<file path="src/pwm_defines.vh">
// Purpose: Shared constants for the PWM duty compare and counter readback block
// Assumes: APB slave with byte addresses, 32-bit data, one clock
// Notes:   Definitions only; included by bare name
//
// What this block does
// - Per-channel writable 16-bit compare, upper bits reserved
// - Frequency is clock over prescale+1, divider, reload+1
// - Compare at or above reload keeps output high
// - Low reload-compare cycles, high compare+1 cycles
// - Compare writes apply from the next period
// - Read-only register returns live down counter
// - Compat bit zero selects behaviour, resets clear
// - Reload value sets period, counter runs down
`ifndef PWM_DEFINES_VH
`define PWM_DEFINES_VH

// ****************************************************************
// Register offsets (byte addresses)
// ****************************************************************
`define OFS_PRESCALE      8'h00
`define OFS_DIVIDER       8'h04
`define OFS_RUN           8'h08
`define OFS_RELOAD_CH0    8'h0c
`define OFS_COMPARE_CH0   8'h10
`define OFS_SNAPSHOT_CH0  8'h14
`define OFS_RELOAD_CH1    8'h18
`define OFS_COMPARE_CH1   8'h1c
`define OFS_SNAPSHOT_CH1  8'h20
`define OFS_RELOAD_CH2    8'h24
`define OFS_COMPARE_CH2   8'h28
`define OFS_SNAPSHOT_CH2  8'h2c
`define OFS_RELOAD_CH3    8'h30
`define OFS_COMPARE_CH3   8'h34
`define OFS_SNAPSHOT_CH3  8'h38
`define OFS_COMPAT        8'h3c

// ****************************************************************
// Field layouts and reset values
// ****************************************************************
`define VAL_MSB           15
`define PRESC_W           8
`define PRESC_P0_LSB      0
`define PRESC_P1_LSB      8
`define DIV_W             3
`define DIV_STRIDE        4
`define COMPAT_BIT        0
`define RST_VAL16         16'h0000
`define RST_PRESC         8'h00
`define RST_DIV           3'h0
`define RST_WORD          32'h0000_0000

// ****************************************************************
// Clock divider selections and their last count
// ****************************************************************
`define DIV_SEL_1         3'h0
`define DIV_SEL_2         3'h1
`define DIV_SEL_4         3'h2
`define DIV_SEL_8         3'h3
`define DIV_SEL_16        3'h4
`define DIV_LAST_1        4'h0
`define DIV_LAST_2        4'h1
`define DIV_LAST_4        4'h3
`define DIV_LAST_8        4'h7
`define DIV_LAST_16       4'hf

`endif

</file>
<file path="src/pwm_channel_core.v">
// Purpose: One PWM channel: clock divider, down counter, compare and output
// Assumes: presc_tick is a one-cycle enable from the pair prescaler
// Notes:   Compare and reload are staged into the running period at its end
`timescale 1ns/10ps
`include "pwm_defines.vh"

module pwm_channel_core (
    input  wire        clk_sys,
    input  wire        rst,
    input  wire        run,
    input  wire        presc_tick,
    input  wire [2:0]  div_sel,
    input  wire [15:0] reload_val,
    input  wire [15:0] compare_val,
    output wire [15:0] count_val,
    output wire        pwm_out
);

    // ****************************************************************
    // Divider decode
    // ****************************************************************
    // Last count of the divider for a selection
    function [3:0] div_last;
        input [2:0] sel;
        begin
            case (sel)
                `DIV_SEL_2:  div_last = `DIV_LAST_2;
                `DIV_SEL_4:  div_last = `DIV_LAST_4;
                `DIV_SEL_8:  div_last = `DIV_LAST_8;
                `DIV_SEL_16: div_last = `DIV_LAST_16;
                default:     div_last = `DIV_LAST_1;
            endcase
        end
    endfunction

    reg [3:0]  div_cnt_ff;     // Divider count of prescaled ticks
    reg [15:0] cnt_ff;         // Down counter
    reg [15:0] cmp_act_ff;     // Compare in force this period
    reg        run_d_ff;       // Run delayed, for start edge
    reg        pwm_ff;         // Registered output
    reg [15:0] nxt_cnt;        // Next counter
    reg [15:0] nxt_cmp;        // Next active compare
    wire       pwm_tick;       // One PWM clock cycle
    wire       start;          // Run just enabled

    assign pwm_tick  = run & presc_tick & (div_cnt_ff == div_last(div_sel));
    assign start     = run & ~run_d_ff;
    assign count_val = cnt_ff;
    assign pwm_out   = pwm_ff;

    // ****************************************************************
    // Counter next state
    // ****************************************************************
    // Reload and compare taken only at a period boundary
    always @* begin
        nxt_cnt = cnt_ff;
        nxt_cmp = cmp_act_ff;
        if (start) begin
            // Fresh start loads both
            nxt_cnt = reload_val;
            nxt_cmp = compare_val;
        end else if (pwm_tick) begin
            if (cnt_ff == `RST_VAL16) begin
                // Period end: new values apply
                nxt_cnt = reload_val;
                nxt_cmp = compare_val;
            end else begin
                // Count down
                nxt_cnt = cnt_ff - 16'h0001;
            end
        end
    end

    // ****************************************************************
    // State registers
    // ****************************************************************
    // Divider, counter, compare and output flops
    always @(posedge clk_sys or posedge rst) begin
        if (rst) begin
            div_cnt_ff <= 4'h0;
            cnt_ff     <= `RST_VAL16;
            cmp_act_ff <= `RST_VAL16;
            run_d_ff   <= 1'b0;
            pwm_ff     <= 1'b0;
        end else begin
            run_d_ff   <= run;
            cnt_ff     <= nxt_cnt;
            cmp_act_ff <= nxt_cmp;
            if (!run) begin
                // Stopped: divider restarts
                div_cnt_ff <= 4'h0;
            end else if (presc_tick) begin
                // Advance or wrap the divider
                div_cnt_ff <= pwm_tick ? 4'h0 : div_cnt_ff + 4'h1;
            end
            // High at or below compare; covers full-high case
            pwm_ff <= run & (nxt_cnt <= nxt_cmp);
        end
    end

endmodule // pwm_channel_core

</file>
<file path="src/pwm_duty_compare_readback.v">
// Purpose: Four-channel PWM group with compare, reload and counter readback
// Assumes: APB slave on clk_sys, zero wait states after the setup cycle
// Notes:   Pair 0 is channels 0-1, pair 1 is channels 2-3
`timescale 1ns/10ps
`include "pwm_defines.vh"

module pwm_duty_compare_readback #(
    parameter NUM_CH = 4
) (
    input  wire        clk_sys,
    input  wire        rst,
    input  wire        psel,
    input  wire        penable,
    input  wire        pwrite,
    input  wire [7:0]  paddr,
    input  wire [31:0] pwdata,
    output wire [31:0] prdata,
    output wire        pready,
    output wire        pslverr,
    output wire [3:0]  pwm_out,
    output wire        compat_mode_bit
);

    // ****************************************************************
    // Register storage
    // ****************************************************************
    reg  [15:0] cmp_ff [0:3];        // Duty compare values
    reg  [15:0] rld_ff [0:3];        // Period reload values
    reg  [7:0]  presc_ff [0:1];      // Prescale per pair
    reg  [2:0]  div_ff [0:3];        // Divider select per channel
    reg  [3:0]  run_ff;              // Channel run bits
    reg         compat_ff;           // Compatibility select
    reg  [7:0]  presc_cnt_ff [0:1];  // Prescaler counters
    reg  [31:0] prdata_ff;           // Read data
    reg         pready_ff;           // Access phase ready
    reg         pslverr_ff;          // Unmapped address error
    reg  [31:0] nxt_rdata;           // Read mux result
    reg         nxt_hit;             // Address decodes
    wire [1:0]  presc_tick;          // Prescaled enable per pair
    wire [15:0] cnt_val [0:3];       // Live counters
    wire        setup;               // Setup cycle of a transfer
    wire        wr_go;               // Write commits this edge
    integer     i;                   // Loop index

    assign setup           = psel & ~penable;
    assign wr_go           = psel & penable & pready_ff & pwrite & ~pslverr_ff;
    assign prdata          = prdata_ff;
    assign pready          = pready_ff;
    assign pslverr         = pslverr_ff;
    assign compat_mode_bit = compat_ff;

    // ****************************************************************
    // Address helpers
    // ****************************************************************
    // Channel of a per-channel offset
    function [1:0] ch_of;
        input [7:0] a;
        begin
            case (a)
                `OFS_RELOAD_CH1, `OFS_COMPARE_CH1, `OFS_SNAPSHOT_CH1: ch_of = 2'h1;
                `OFS_RELOAD_CH2, `OFS_COMPARE_CH2, `OFS_SNAPSHOT_CH2: ch_of = 2'h2;
                `OFS_RELOAD_CH3, `OFS_COMPARE_CH3, `OFS_SNAPSHOT_CH3: ch_of = 2'h3;
                default:                                              ch_of = 2'h0;
            endcase
        end
    endfunction

    // Offset is a duty compare register
    function is_cmp;
        input [7:0] a;
        begin
            is_cmp = (a == `OFS_COMPARE_CH0) | (a == `OFS_COMPARE_CH1) |
                     (a == `OFS_COMPARE_CH2) | (a == `OFS_COMPARE_CH3);
        end
    endfunction

    // Offset is a period reload register
    function is_rld;
        input [7:0] a;
        begin
            is_rld = (a == `OFS_RELOAD_CH0) | (a == `OFS_RELOAD_CH1) |
                     (a == `OFS_RELOAD_CH2) | (a == `OFS_RELOAD_CH3);
        end
    endfunction

    // Offset is a counter snapshot register
    function is_snap;
        input [7:0] a;
        begin
            is_snap = (a == `OFS_SNAPSHOT_CH0) | (a == `OFS_SNAPSHOT_CH1) |
                      (a == `OFS_SNAPSHOT_CH2) | (a == `OFS_SNAPSHOT_CH3);
        end
    endfunction

    // ****************************************************************
    // Read mux
    // ****************************************************************
    // Reserved bits read zero; narrow fields sit low
    always @* begin
        nxt_rdata = `RST_WORD;
        nxt_hit   = 1'b1;
        if (is_cmp(paddr)) begin
            // Compare in low half
            nxt_rdata[`VAL_MSB:0] = cmp_ff[ch_of(paddr)];
        end else if (is_rld(paddr)) begin
            // Reload in low half
            nxt_rdata[`VAL_MSB:0] = rld_ff[ch_of(paddr)];
        end else if (is_snap(paddr)) begin
            // Live down counter
            nxt_rdata[`VAL_MSB:0] = cnt_val[ch_of(paddr)];
        end else begin
            case (paddr)
                `OFS_PRESCALE: begin
                    // Both pair prescales
                    nxt_rdata[`PRESC_P0_LSB +: `PRESC_W] = presc_ff[0];
                    nxt_rdata[`PRESC_P1_LSB +: `PRESC_W] = presc_ff[1];
                end
                `OFS_DIVIDER: begin
                    // Divider selects, one nibble each
                    for (i = 0; i < 4; i = i + 1) begin
                        nxt_rdata[i*`DIV_STRIDE +: `DIV_W] = div_ff[i];
                    end
                end
                `OFS_RUN: begin
                    // Run bits
                    nxt_rdata[3:0] = run_ff;
                end
                `OFS_COMPAT: begin
                    // Compatibility bit
                    nxt_rdata[`COMPAT_BIT] = compat_ff;
                end
                default: begin
                    // Unmapped
                    nxt_hit = 1'b0;
                end
            endcase
        end
    end

    // ****************************************************************
    // APB handshake
    // ****************************************************************
    // Answer is ready in the access cycle right after setup
    always @(posedge clk_sys or posedge rst) begin
        if (rst) begin
            prdata_ff  <= `RST_WORD;
            pready_ff  <= 1'b0;
            pslverr_ff <= 1'b0;
        end else begin
            pready_ff  <= setup;
            pslverr_ff <= setup & ~nxt_hit;
            if (setup & ~pwrite) begin
                // Snapshot taken at setup
                prdata_ff <= nxt_rdata;
            end else if (!psel) begin
                // Idle bus reads zero
                prdata_ff <= `RST_WORD;
            end
        end
    end

    // ****************************************************************
    // Register writes
    // ****************************************************************
    // Writes commit on the access edge; snapshots ignore writes
    always @(posedge clk_sys or posedge rst) begin
        if (rst) begin
            for (i = 0; i < 4; i = i + 1) begin
                cmp_ff[i] <= `RST_VAL16;
                rld_ff[i] <= `RST_VAL16;
                div_ff[i] <= `RST_DIV;
            end
            presc_ff[0] <= `RST_PRESC;
            presc_ff[1] <= `RST_PRESC;
            run_ff      <= 4'h0;
            compat_ff   <= 1'b0;
        end else if (wr_go) begin
            if (is_cmp(paddr)) begin
                // Staged; channel picks it up at period end
                cmp_ff[ch_of(paddr)] <= pwdata[`VAL_MSB:0];
            end else if (is_rld(paddr)) begin
                // Staged reload value
                rld_ff[ch_of(paddr)] <= pwdata[`VAL_MSB:0];
            end else begin
                case (paddr)
                    `OFS_PRESCALE: begin
                        // Pair prescales
                        presc_ff[0] <= pwdata[`PRESC_P0_LSB +: `PRESC_W];
                        presc_ff[1] <= pwdata[`PRESC_P1_LSB +: `PRESC_W];
                    end
                    `OFS_DIVIDER: begin
                        // Divider selects
                        for (i = 0; i < 4; i = i + 1) begin
                            div_ff[i] <= pwdata[i*`DIV_STRIDE +: `DIV_W];
                        end
                    end
                    `OFS_RUN: begin
                        // Start or stop channels
                        run_ff <= pwdata[3:0];
                    end
                    `OFS_COMPAT: begin
                        // Only bit zero is kept
                        compat_ff <= pwdata[`COMPAT_BIT];
                    end
                    default: begin
                        // Read-only or unmapped
                        compat_ff <= compat_ff;
                    end
                endcase
            end
        end
    end

    // ****************************************************************
    // Pair prescalers
    // ****************************************************************
    // Divide source clock by prescale plus one
    always @(posedge clk_sys or posedge rst) begin
        if (rst) begin
            presc_cnt_ff[0] <= `RST_PRESC;
            presc_cnt_ff[1] <= `RST_PRESC;
        end else begin
            for (i = 0; i < 2; i = i + 1) begin
                if (presc_tick[i]) begin
                    // Wrap at terminal count
                    presc_cnt_ff[i] <= `RST_PRESC;
                end else begin
                    // Count source cycles
                    presc_cnt_ff[i] <= presc_cnt_ff[i] + 8'h01;
                end
            end
        end
    end

    assign presc_tick[0] = (presc_cnt_ff[0] >= presc_ff[0]);
    assign presc_tick[1] = (presc_cnt_ff[1] >= presc_ff[1]);

    // ****************************************************************
    // Channels
    // ****************************************************************
    genvar g;
    generate
        for (g = 0; g < NUM_CH; g = g + 1) begin : gen_ch
            // One channel, fed by its pair's prescaler
            pwm_channel_core u_core (
                .clk_sys     (clk_sys),
                .rst         (rst),
                .run         (run_ff[g]),
                .presc_tick  (presc_tick[g/2]),
                .div_sel     (div_ff[g]),
                .reload_val  (rld_ff[g]),
                .compare_val (cmp_ff[g]),
                .count_val   (cnt_val[g]),
                .pwm_out     (pwm_out[g])
            );
        end
    endgenerate

endmodule // pwm_duty_compare_readback

</file>
<file path="config.mk">
export PLATFORM = sky130hd
export DESIGN_NAME = pwm_duty_compare_readback
export DESIGN_NICKNAME = d
export VERILOG_FILES = /design/src/pwm_channel_core.v /design/src/pwm_duty_compare_readback.v
export VERILOG_INCLUDE_DIRS = /design/src
export SDC_FILE = /design/constraint.sdc
export NUM_CORES = 1
export LEC_CHECK = 0
export BUFFER_PORTS_ARGS = -buffer_cell sky130_fd_sc_hd__buf_2
export CORE_AREA = 2 2 200 163
export DETAILED_ROUTE_END_ITERATION = 7
export DIE_AREA = 0 0 202 165
export PLACE_DENSITY_LB_ADDON = 0.25
export SLEW_MARGIN = 40
export SYNTH_ARGS = -nofsm -noshare
export SYNTH_HDL_FRONTEND = slang
export SYNTH_SLANG_ARGS = --single-unit
</file>
<file path="constraint.sdc">
create_clock -name clk_sys -period 14.6 [get_ports clk_sys]
set_input_delay 1.46 -clock clk_sys [delete_from_list [all_inputs] [get_ports clk_sys]]
set_output_delay 1.46 -clock clk_sys [all_outputs]
set_load 0.01 [all_outputs]
</file>
==> results.md, run 1 <==
| Item | This run |
| --- | --- |
| Cell area after synthesis | 19,600 um^2 |
| Layout area overhead | 9.28% |
| Max Root-Sink Buffers | 3 |
| Cell taking the most area after synthesis | sky130_fd_sc_hd__dfrtp_1 |
| TritonCTS clock tree | yes |
| Post-synthesis area per instance | 9.99 um^2 |
| Arrival time reported for the critical path endpoint | 5.39 ns |
| Number of setup violations in the final report | 0 |
| Overall die area | 33,300 um^2 |
| Remaining DRCs | 0 |
| Tmin final | 4.90 ns |
| HPWL after detailed placement | 47,700 um |
| Depth of the CTS H-tree | 2 |
| Pin count of the biggest net entering global routing | 124 |
| Wire length reported by the detailed router | 66,000 um |
| Chip Height | 165 um |
| Width of the die | 202 um |
| Netlist cell types | 81 |
| Core outline area | 31,100 um^2 |
| Cell area after placement | 20,100 um^2 |
| Detailed-routing iteration count for the pre-antenna-repair pass | 6 |
| Flip-flop and latch area | 8680 um^2 |
| Detail-routed net length per standard cell | 27.4 um |
| Number of clock sinks seen by CTS | 347 |
| Reg-to-Reg Start | gen_ch[0].u_core.count_val[7] |
| Maximum resistive drop on vdd | 0.0000865 V |
| Setup slack after layout | 9.70 ns |
| Count of warnings emitted by yosys | 0 |
| Number of cells upsized or downsized after cts | 0 |
| Final-layout fill cell count | 2,363 |
| Quantity of hold-fixing buffers added after cts | 0 |
| Setup crit end kind | flip-flop |
| CP max-delay cell | sky130_fd_sc_hd__or4_4 |
| # Post-CTS Setup Buffers | 0 |
| Vias in the first global route | 15,652 |
| Worst hold-check path type | reg -> reg |
| Port bufs | 51 |
| Most repeated cell in the gate-level netlist after synthesis | sky130_fd_sc_hd__dfrtp_1 |
| Via total after detailed routing | 16,645 |
| Starting density of the core | 62.8% |
| Portion of the post-synthesis area used by sequential elements | 44.4% |
| Placer congestion estimate | 1.05 |
| Unrepaired setup endpoints after global routing | false |
| Delay contributed by the slowest stage of the critical path | 0.62 ns |
| Max Clock Freq | 204 MHz |
| Area used by multi-input combinational logic | 10,100 um^2 |
| Post-synth EDFFs | 0 |
| Primary flip-flop cell chosen by synthesis mapping | sky130_fd_sc_hd__dfrtp_1 |
| Largest fanout on the critical path | 44 |
| Placement row count | 58 |
| Setup Crit Path Kind | reg -> reg |
| Startpoint type of the worst setup path | flip-flop |
| Initial antenna violation count | 4 |
| Normalized max-slew margin | 43.6% |
| Instance count of the mapped netlist | 1,957 |
| Gr ovfl total | 0 |
| Async S/R FF share, synth | 100% |
| Worst clock skew | 0.0192 ns |
| Yosys top cell area share | 44.4% |
| Critical path cell sequence | or4_4 > or3_1 > or3_1 > o31ai_4 > nand2_4 > o221ai_1 > ha_1 > a21o_1 > a21o_1 > a211o_1 > o211ai_1 > a21oi_1 > nor4b_1 > a41o_1 |
| Number of max-slew violations in the final report | 0 |
| Worst Hold Launch | gen_ch[3].u_core.cmp_act_ff[0] |
| Total power after layout | 2.29 mW |
| Status | complete, no violations |
| Final Hold Fails | 0 |
| Required time at the worst-slack endpoint | 15.09 ns |
| List of most frequent post-synthesis cells | 347 x sky130_fd_sc_hd__dfrtp_1, 139 x sky130_fd_sc_hd__mux2_2, 134 x sky130_fd_sc_hd__nand2_1 |
| Final instance area | 21,400 um^2 |
| Reg clk slew, reported paths | 0.06 ns |
| Main area contributors after synthesis | sky130_fd_sc_hd__dfrtp_1 44%, sky130_fd_sc_hd__mux2_2 8.0%, sky130_fd_sc_hd__ha_1 6.0%, sky130_fd_sc_hd__mux2i_1 4.0%, sky130_fd_sc_hd__o21ai_0 2.9% |
| Number of non-filler instances in the completed layout | 2,409 |
| Count of buffering cells on the critical path with inverters included | 0 |
| Number of violations reported at the end of detailed-routing iteration 0 | 1,988 |
| Post-placement cell count | 2,341 |
| Power density over cell area | 107 nW/um^2 |
| Register bit count reported by yosys | 347 |
| Library cell used as clock root buffer | sky130_fd_sc_hd__clkbuf_16 |
| Max capacitance violation total | 0 |
| Final nets | 2,098 |
| Cell family with most CP delay | simple AND/OR/NAND/NOR gates |
| Slew of the pin with the lowest slew margin | 0.846 ns |
| Crit path launch | gen_ch[0].u_core.count_val[7] |
| Worst slack, placed | 9.84 ns |
| Total Negative Setup Slacks | 0 ns |
| Part of the cycle the worst path needs | 33.6% |
| Number of vias per cell | 6.91 |
| Share of layout cells above drive strength 1 | 16.6% |
| Overall global routing resource usage | 40.0% |
| Clk_lat worst skew | 0.55 ns |
| Leakage power figure | 10.7 nW |
| Number of buffers created by CTS | 37 |
| Post-DRT Antenna Nets | 0 |
| Global-route wire length before repair | 98,300 um |
| I/O pin count | 84 |
## worst min-delay path, stage by stage (launching register included)
cell,delay [ns]
sky130_fd_sc_hd__dfrtp_1,0.32
sky130_fd_sc_hd__nand2_1,0.05
sky130_fd_sc_hd__nand2_1,0.09
## routing by layer
metal  share of wire, %  vias to the layer above  global-route usage, %
li1                   -                     7232                      -
met1                 42                     8180                   57.5
met2                 40                     1030                   56.1
met3                 13                      199                   11.0
met4                5.3                        4                   19.0
met5              0.033                        -                      0
## per-stage QoR
| stage | hold WS (ns) | util (%) |
|---|---|---|
| after floorplan | 0.366 | - |
| after global placement | 0.466 | 64.4 |
| after detailed placement | 0.475 | 64.6 |
| after CTS | 0.491 | 68.5 |
| after global routing | 0.518 | 68.6 |
| final | 0.493 | 68.6 |
## cells in the final DEF, fill, tap and decap left out, types with 51 or more instances in the layout
cell                      netlist  layout
sky130_fd_sc_hd__dfrtp_1      347     347
sky130_fd_sc_hd__a21oi_1       84      83
sky130_fd_sc_hd__nand2_1      134     134
sky130_fd_sc_hd__o22ai_1       75      75
sky130_fd_sc_hd__nor2_1       127     125
sky130_fd_sc_hd__ha_1          93      93
sky130_fd_sc_hd__buf_2         17      51
sky130_fd_sc_hd__inv_1         96      95
sky130_fd_sc_hd__mux2i_1       78      78
sky130_fd_sc_hd__o21ai_0      112     111
sky130_fd_sc_hd__mux2_2       139     139
## state kept, by name, summed over array words and instances (netlist names), 4 cells and up
register	flops
cmp_ff	64
gen_ch.u_core.cmp_act_ff	64
gen_ch.u_core.count_val	64
rld_ff	64
gen_ch.u_core.div_cnt_ff	16
prdata	16
presc_cnt_ff	16
presc_ff	16
div_ff	12
gen_ch.u_core.pwm_out	4
gen_ch.u_core.run_d_ff	4
run_ff	4
## cell type report
class                      count  share of cell area (%)
inverter                      96                    1.74
clock buffer                  57                    5.20
sequential                   347                    40.6
clock inverter                 8                   0.468
antenna                        3                  0.0351
timing repair buffer          78                    2.30
tap                          420                    2.46
multi-input combinational   1400                    47.2
## cells by family (layout without fill, tap and decap cells)
group / count (synthesis) / in the layout / synth area share [%]
other cells: 1 / 19 / 0.0192
buf+inv: 225 / 239 / 4.98
compound gates: 495 / 495 / 16.8
fa+ha+maj: 93 / 93 / 5.95
mux: 229 / 229 / 12.9
simple gates: 547 / 547 / 14.1
xor+xnor: 20 / 20 / 0.896
flops: 347 / 347 / 44.4
## where the power goes
| group | internal, mW | switching (mW) |
|---|---|---|
| Clock | 0.559 | 0.398 |
| Combinational | 0.102 | 0.214 |
| Sequential | 0.979 | 0.0343 |
## path summary, 6_finish.rpt
path	slack (ns)	end	depth (start not counted)
worst max register to register	9.70	gen_ch[0].u_core.pwm_out	14
max in group asynchronous	11.75	gen_ch[0].u_core.cmp_act_ff[4]	4
worst min-delay path	0.49	gen_ch[3].u_core.cmp_act_ff[0]	2
worst min register to register	0.49	gen_ch[3].u_core.cmp_act_ff[0]	2
worst max-delay path	9.70	gen_ch[0].u_core.pwm_out	14
min in group asynchronous	1.00	gen_ch[1].u_core.count_val[3]	2
Note: power is estimated with default switching activity, not from simulation.
==> inputs of run 2 (changes only) <==
==> constraint.sdc (replaced) <==
create_clock -name clk_sys -period 4.7 [get_ports clk_sys]
set_input_delay 0.47 -clock clk_sys [delete_from_list [all_inputs] [get_ports clk_sys]]
set_output_delay 0.47 -clock clk_sys [all_outputs]
set_load 0.01 [all_outputs]
==> run 2 against run 1 <==
  * Die area stayed put
  * Via count rose by 1.3%
  * First-iteration DRC count is 11% higher
  * Critical path depth rose by 3
  * Core utilization rose by 0.59 points
  * Sequential share of layout area is 0.34 points lower
  * Count of clock-buffer cells in the layout increased by 2
  * Total power grew to 3.1 times the previous value
==> results.md, run 2 (synthesis results as in run 1) <==
| Item | This run | Delta |
| --- | --- | --- |
| Final Hold Fails | 0 | unchanged |
| Initial antenna violation count | 2 | -2 |
| Wire length reported by the detailed router | 67,900 um | +2.9% |
| Global-route wire length before repair | 102,000 um | +3.9% |
| Clk_lat worst skew | 0.55 ns | about the same |
| Starting density of the core | 62.8% | unchanged |
| Worst Setup EP | gen_ch[1].u_core.pwm_out |  |
| Required time at the worst-slack endpoint | 5.07 ns | -10.02 ns |
| Reg-to-Reg Start | presc_ff[14] |  |
| Maximum resistive drop on vdd | 0.000264 V | +210% |
| Chip Height | 165 um | unchanged |
| Status | complete, no violations |  |
| Number of violations reported at the end of detailed-routing iteration 0 | 2,198 | +11% |
| Arrival time reported for the critical path endpoint | 4.91 ns | -0.48 ns |
| Overall global routing resource usage | 41.3% | +1.3 points |
| Leading cell type in the layout, fill and taps excluded | sky130_fd_sc_hd__dfrtp_1 |  |
| Placement row count | 58 | unchanged |
| Post-placement cell count | 2,370 | +1.2% |
| Core outline area | 31,100 um^2 | unchanged |
| Max capacitance violation total | 0 | unchanged |
| Cell area after placement | 20,300 um^2 | +1.0% |
| R2R setup slack | 0.16 ns | -9.54 ns |
| Endpoint of the lowest-slack register-to-register path | gen_ch[1].u_core.pwm_out |  |
| Width of the die | 202 um | unchanged |
| Slew of the pin with the lowest slew margin | 0.879 ns | +0.0323 ns |
| Tmin final | 4.54 ns | -0.362 ns |
| Remaining DRCs | 0 | unchanged |
| Number of clock sinks seen by CTS | 347 | unchanged |
| Overall die area | 33,300 um^2 | unchanged |
| Pin count of the biggest net entering global routing | 155 | +25% |
| Depth of the CTS H-tree | 2 | unchanged |
| Number of cells upsized or downsized after cts | 0 | unchanged |
| Gr ovfl total | 0 | unchanged |
| Quantity of hold-fixing buffers added after cts | 0 | unchanged |
| Library cell used as clock root buffer | sky130_fd_sc_hd__clkbuf_16 |  |
| Detailed-routing iteration count for the pre-antenna-repair pass | 6 | unchanged |
| I/O pin count | 84 | unchanged |
| Detail-routed net length per standard cell | 27.9 um | +1.7% |
| # Post-CTS Setup Buffers | 0 | unchanged |
| Leakage power figure | 10.9 nW | +1.3% |
| Number of setup violations in the final report | 0 | unchanged |
| Setup Crit Path Kind | reg -> reg |  |
| Layout area overhead | 10.2% |  |
| Post-DRT Antenna Nets | 0 | unchanged |
| Number of vias per cell | 6.91 | about the same |
| Final nets | 2,129 | +1.5% |
| Crit path launch | presc_ff[14] |  |
| HPWL after detailed placement | 49,600 um | +4.0% |
| Share of layout cells above drive strength 1 | 17.3% | +0.69 points |
| Power density over cell area | 327 nW/um^2 | +210% |
| Port bufs | 51 | unchanged |
| Part of the cycle the worst path needs | 96.6% | +63 points |
| Via total after detailed routing | 16,854 | +1.3% |
| Largest fanout on the critical path | 18 | -59% |
| Placer congestion estimate | 1.10 | +4.5% |
| Worst clock skew | 0.0256 ns | +0.00642 ns |
| Number of buffers created by CTS | 37 | unchanged |
| Number of non-filler instances in the completed layout | 2,438 | +1.2% |
| Vias in the first global route | 16,009 | +2.3% |
| Normalized max-slew margin | 41.3% | -2.3 points |
| Final instance area | 21,600 um^2 | +0.85% |
| Reg clk slew, reported paths | 0.06 ns | about the same |
| Max Root-Sink Buffers | 3 | unchanged |
| Unrepaired setup endpoints after global routing | false |  |
| Max Clock Freq | 220 MHz | +8.0% |
| Commonest cells after routing, fill and taps aside | 347 x sky130_fd_sc_hd__dfrtp_1, 139 x sky130_fd_sc_hd__mux2_2, 134 x sky130_fd_sc_hd__nand2_1, 127 x sky130_fd_sc_hd__nor2_1, 111 x sky130_fd_sc_hd__o21ai_0 |  |
| TritonCTS clock tree | yes |  |
| Worst-case reg-to-reg path depth | 17 | +3 |
| Setup crit end kind | flip-flop |  |
| Startpoint type of the worst setup path | flip-flop |  |
| Worst hold-check path type | in -> async |  |
| Number of max-slew violations in the final report | 0 | unchanged |
run 2: cell types whose count changed in the layout (fill, tap and decap cells not counted), sizes merged:
cell / delta
bufinv: -2
diode: -2
buf: +32
clkbuf: +1
clkinvlp: +1
clkinv: +1
inv: -2
run 2: where the power goes:
part	internal, mW	leakage, nW	switching, mW
Sequential	3.04	4.64	0.100
Combinational	0.350	5.65	0.675
Clock	1.66	0.579	1.22
run 2: stage by stage:
step                TNS, ns  power (mW)  hold WS [ns]  setup slack, ns  util, %
finish                    0        7.04        0.0950            0.161     69.2
global route              0        7.26         0.136           0.0218     69.2
CTS                       0        7.02         0.175            0.281     69.0
global placement          0        4.15         0.455            0.405     65.2
floorplan           -143.81        3.82         0.366           -0.414        -
detailed placement        0        4.17         0.483            0.265     65.3
run 2: critical path: stages (launching register included):
cell,delay (ns)
sky130_fd_sc_hd__dfrtp_1,0.36
sky130_fd_sc_hd__inv_1,0.07
sky130_fd_sc_hd__ha_1,0.34
sky130_fd_sc_hd__a211oi_1,0.28
sky130_fd_sc_hd__nand3_1,0.11
sky130_fd_sc_hd__a31oi_1,0.45
sky130_fd_sc_hd__nor3_1,0.13
sky130_fd_sc_hd__buf_4,0.16
sky130_fd_sc_hd__a21oi_2,0.33
sky130_fd_sc_hd__buf_4,0.39
sky130_fd_sc_hd__mux2i_1,0.35
sky130_fd_sc_hd__ha_1,0.31
sky130_fd_sc_hd__a21o_1,0.17
sky130_fd_sc_hd__a21oi_1,0.14
sky130_fd_sc_hd__o21ai_0,0.11
sky130_fd_sc_hd__o2111ai_1,0.13
sky130_fd_sc_hd__nand4b_1,0.15
sky130_fd_sc_hd__o21ai_0,0.40
run 2: how the worst min path moves through the flow:
| stage | from | to | depth (start not counted) |
|---|---|---|---|
| 5_1_grt | rst | gen_ch[1].u_core.count_val[15] | 3 |
| 3_5_place_dp | gen_ch[1].u_core.cmp_act_ff[11] | gen_ch[1].u_core.cmp_act_ff[11] | 2 |
| 2_1_floorplan | run_ff[1] | gen_ch[1].u_core.run_d_ff | 0 |
| 3_3_place_gp | gen_ch[1].u_core.cmp_act_ff[0] | gen_ch[1].u_core.cmp_act_ff[0] | 2 |
| 6_report | rst | gen_ch[1].u_core.count_val[15] | 3 |
| 4_1_cts | rst | gen_ch[0].u_core.div_cnt_ff[3] | 3 |
run 2: cell type report:
cell class	count	area (um^2)
clock inverter	6	36.3
clock buffer	59	1140
fill	2374	9580
timing repair buffer	109	781
multi-input combinational	1400	10000
tap	420	526
inverter	96	364
sequential	347	8680
antenna	1	2.50
run 2: metal layers:
| metal | global-route usage, % | up-vias | share of wire, % |
|---|---|---|---|
| met3 | 10.5 | 186 | 12 |
| met4 | 16.9 | 0 | 4.8 |
| met5 | 0 | - | 0 |
| li1 | - | 7302 | - |
| met1 | 59.6 | 8345 | 42 |
| met2 | 59.4 | 1021 | 41 |
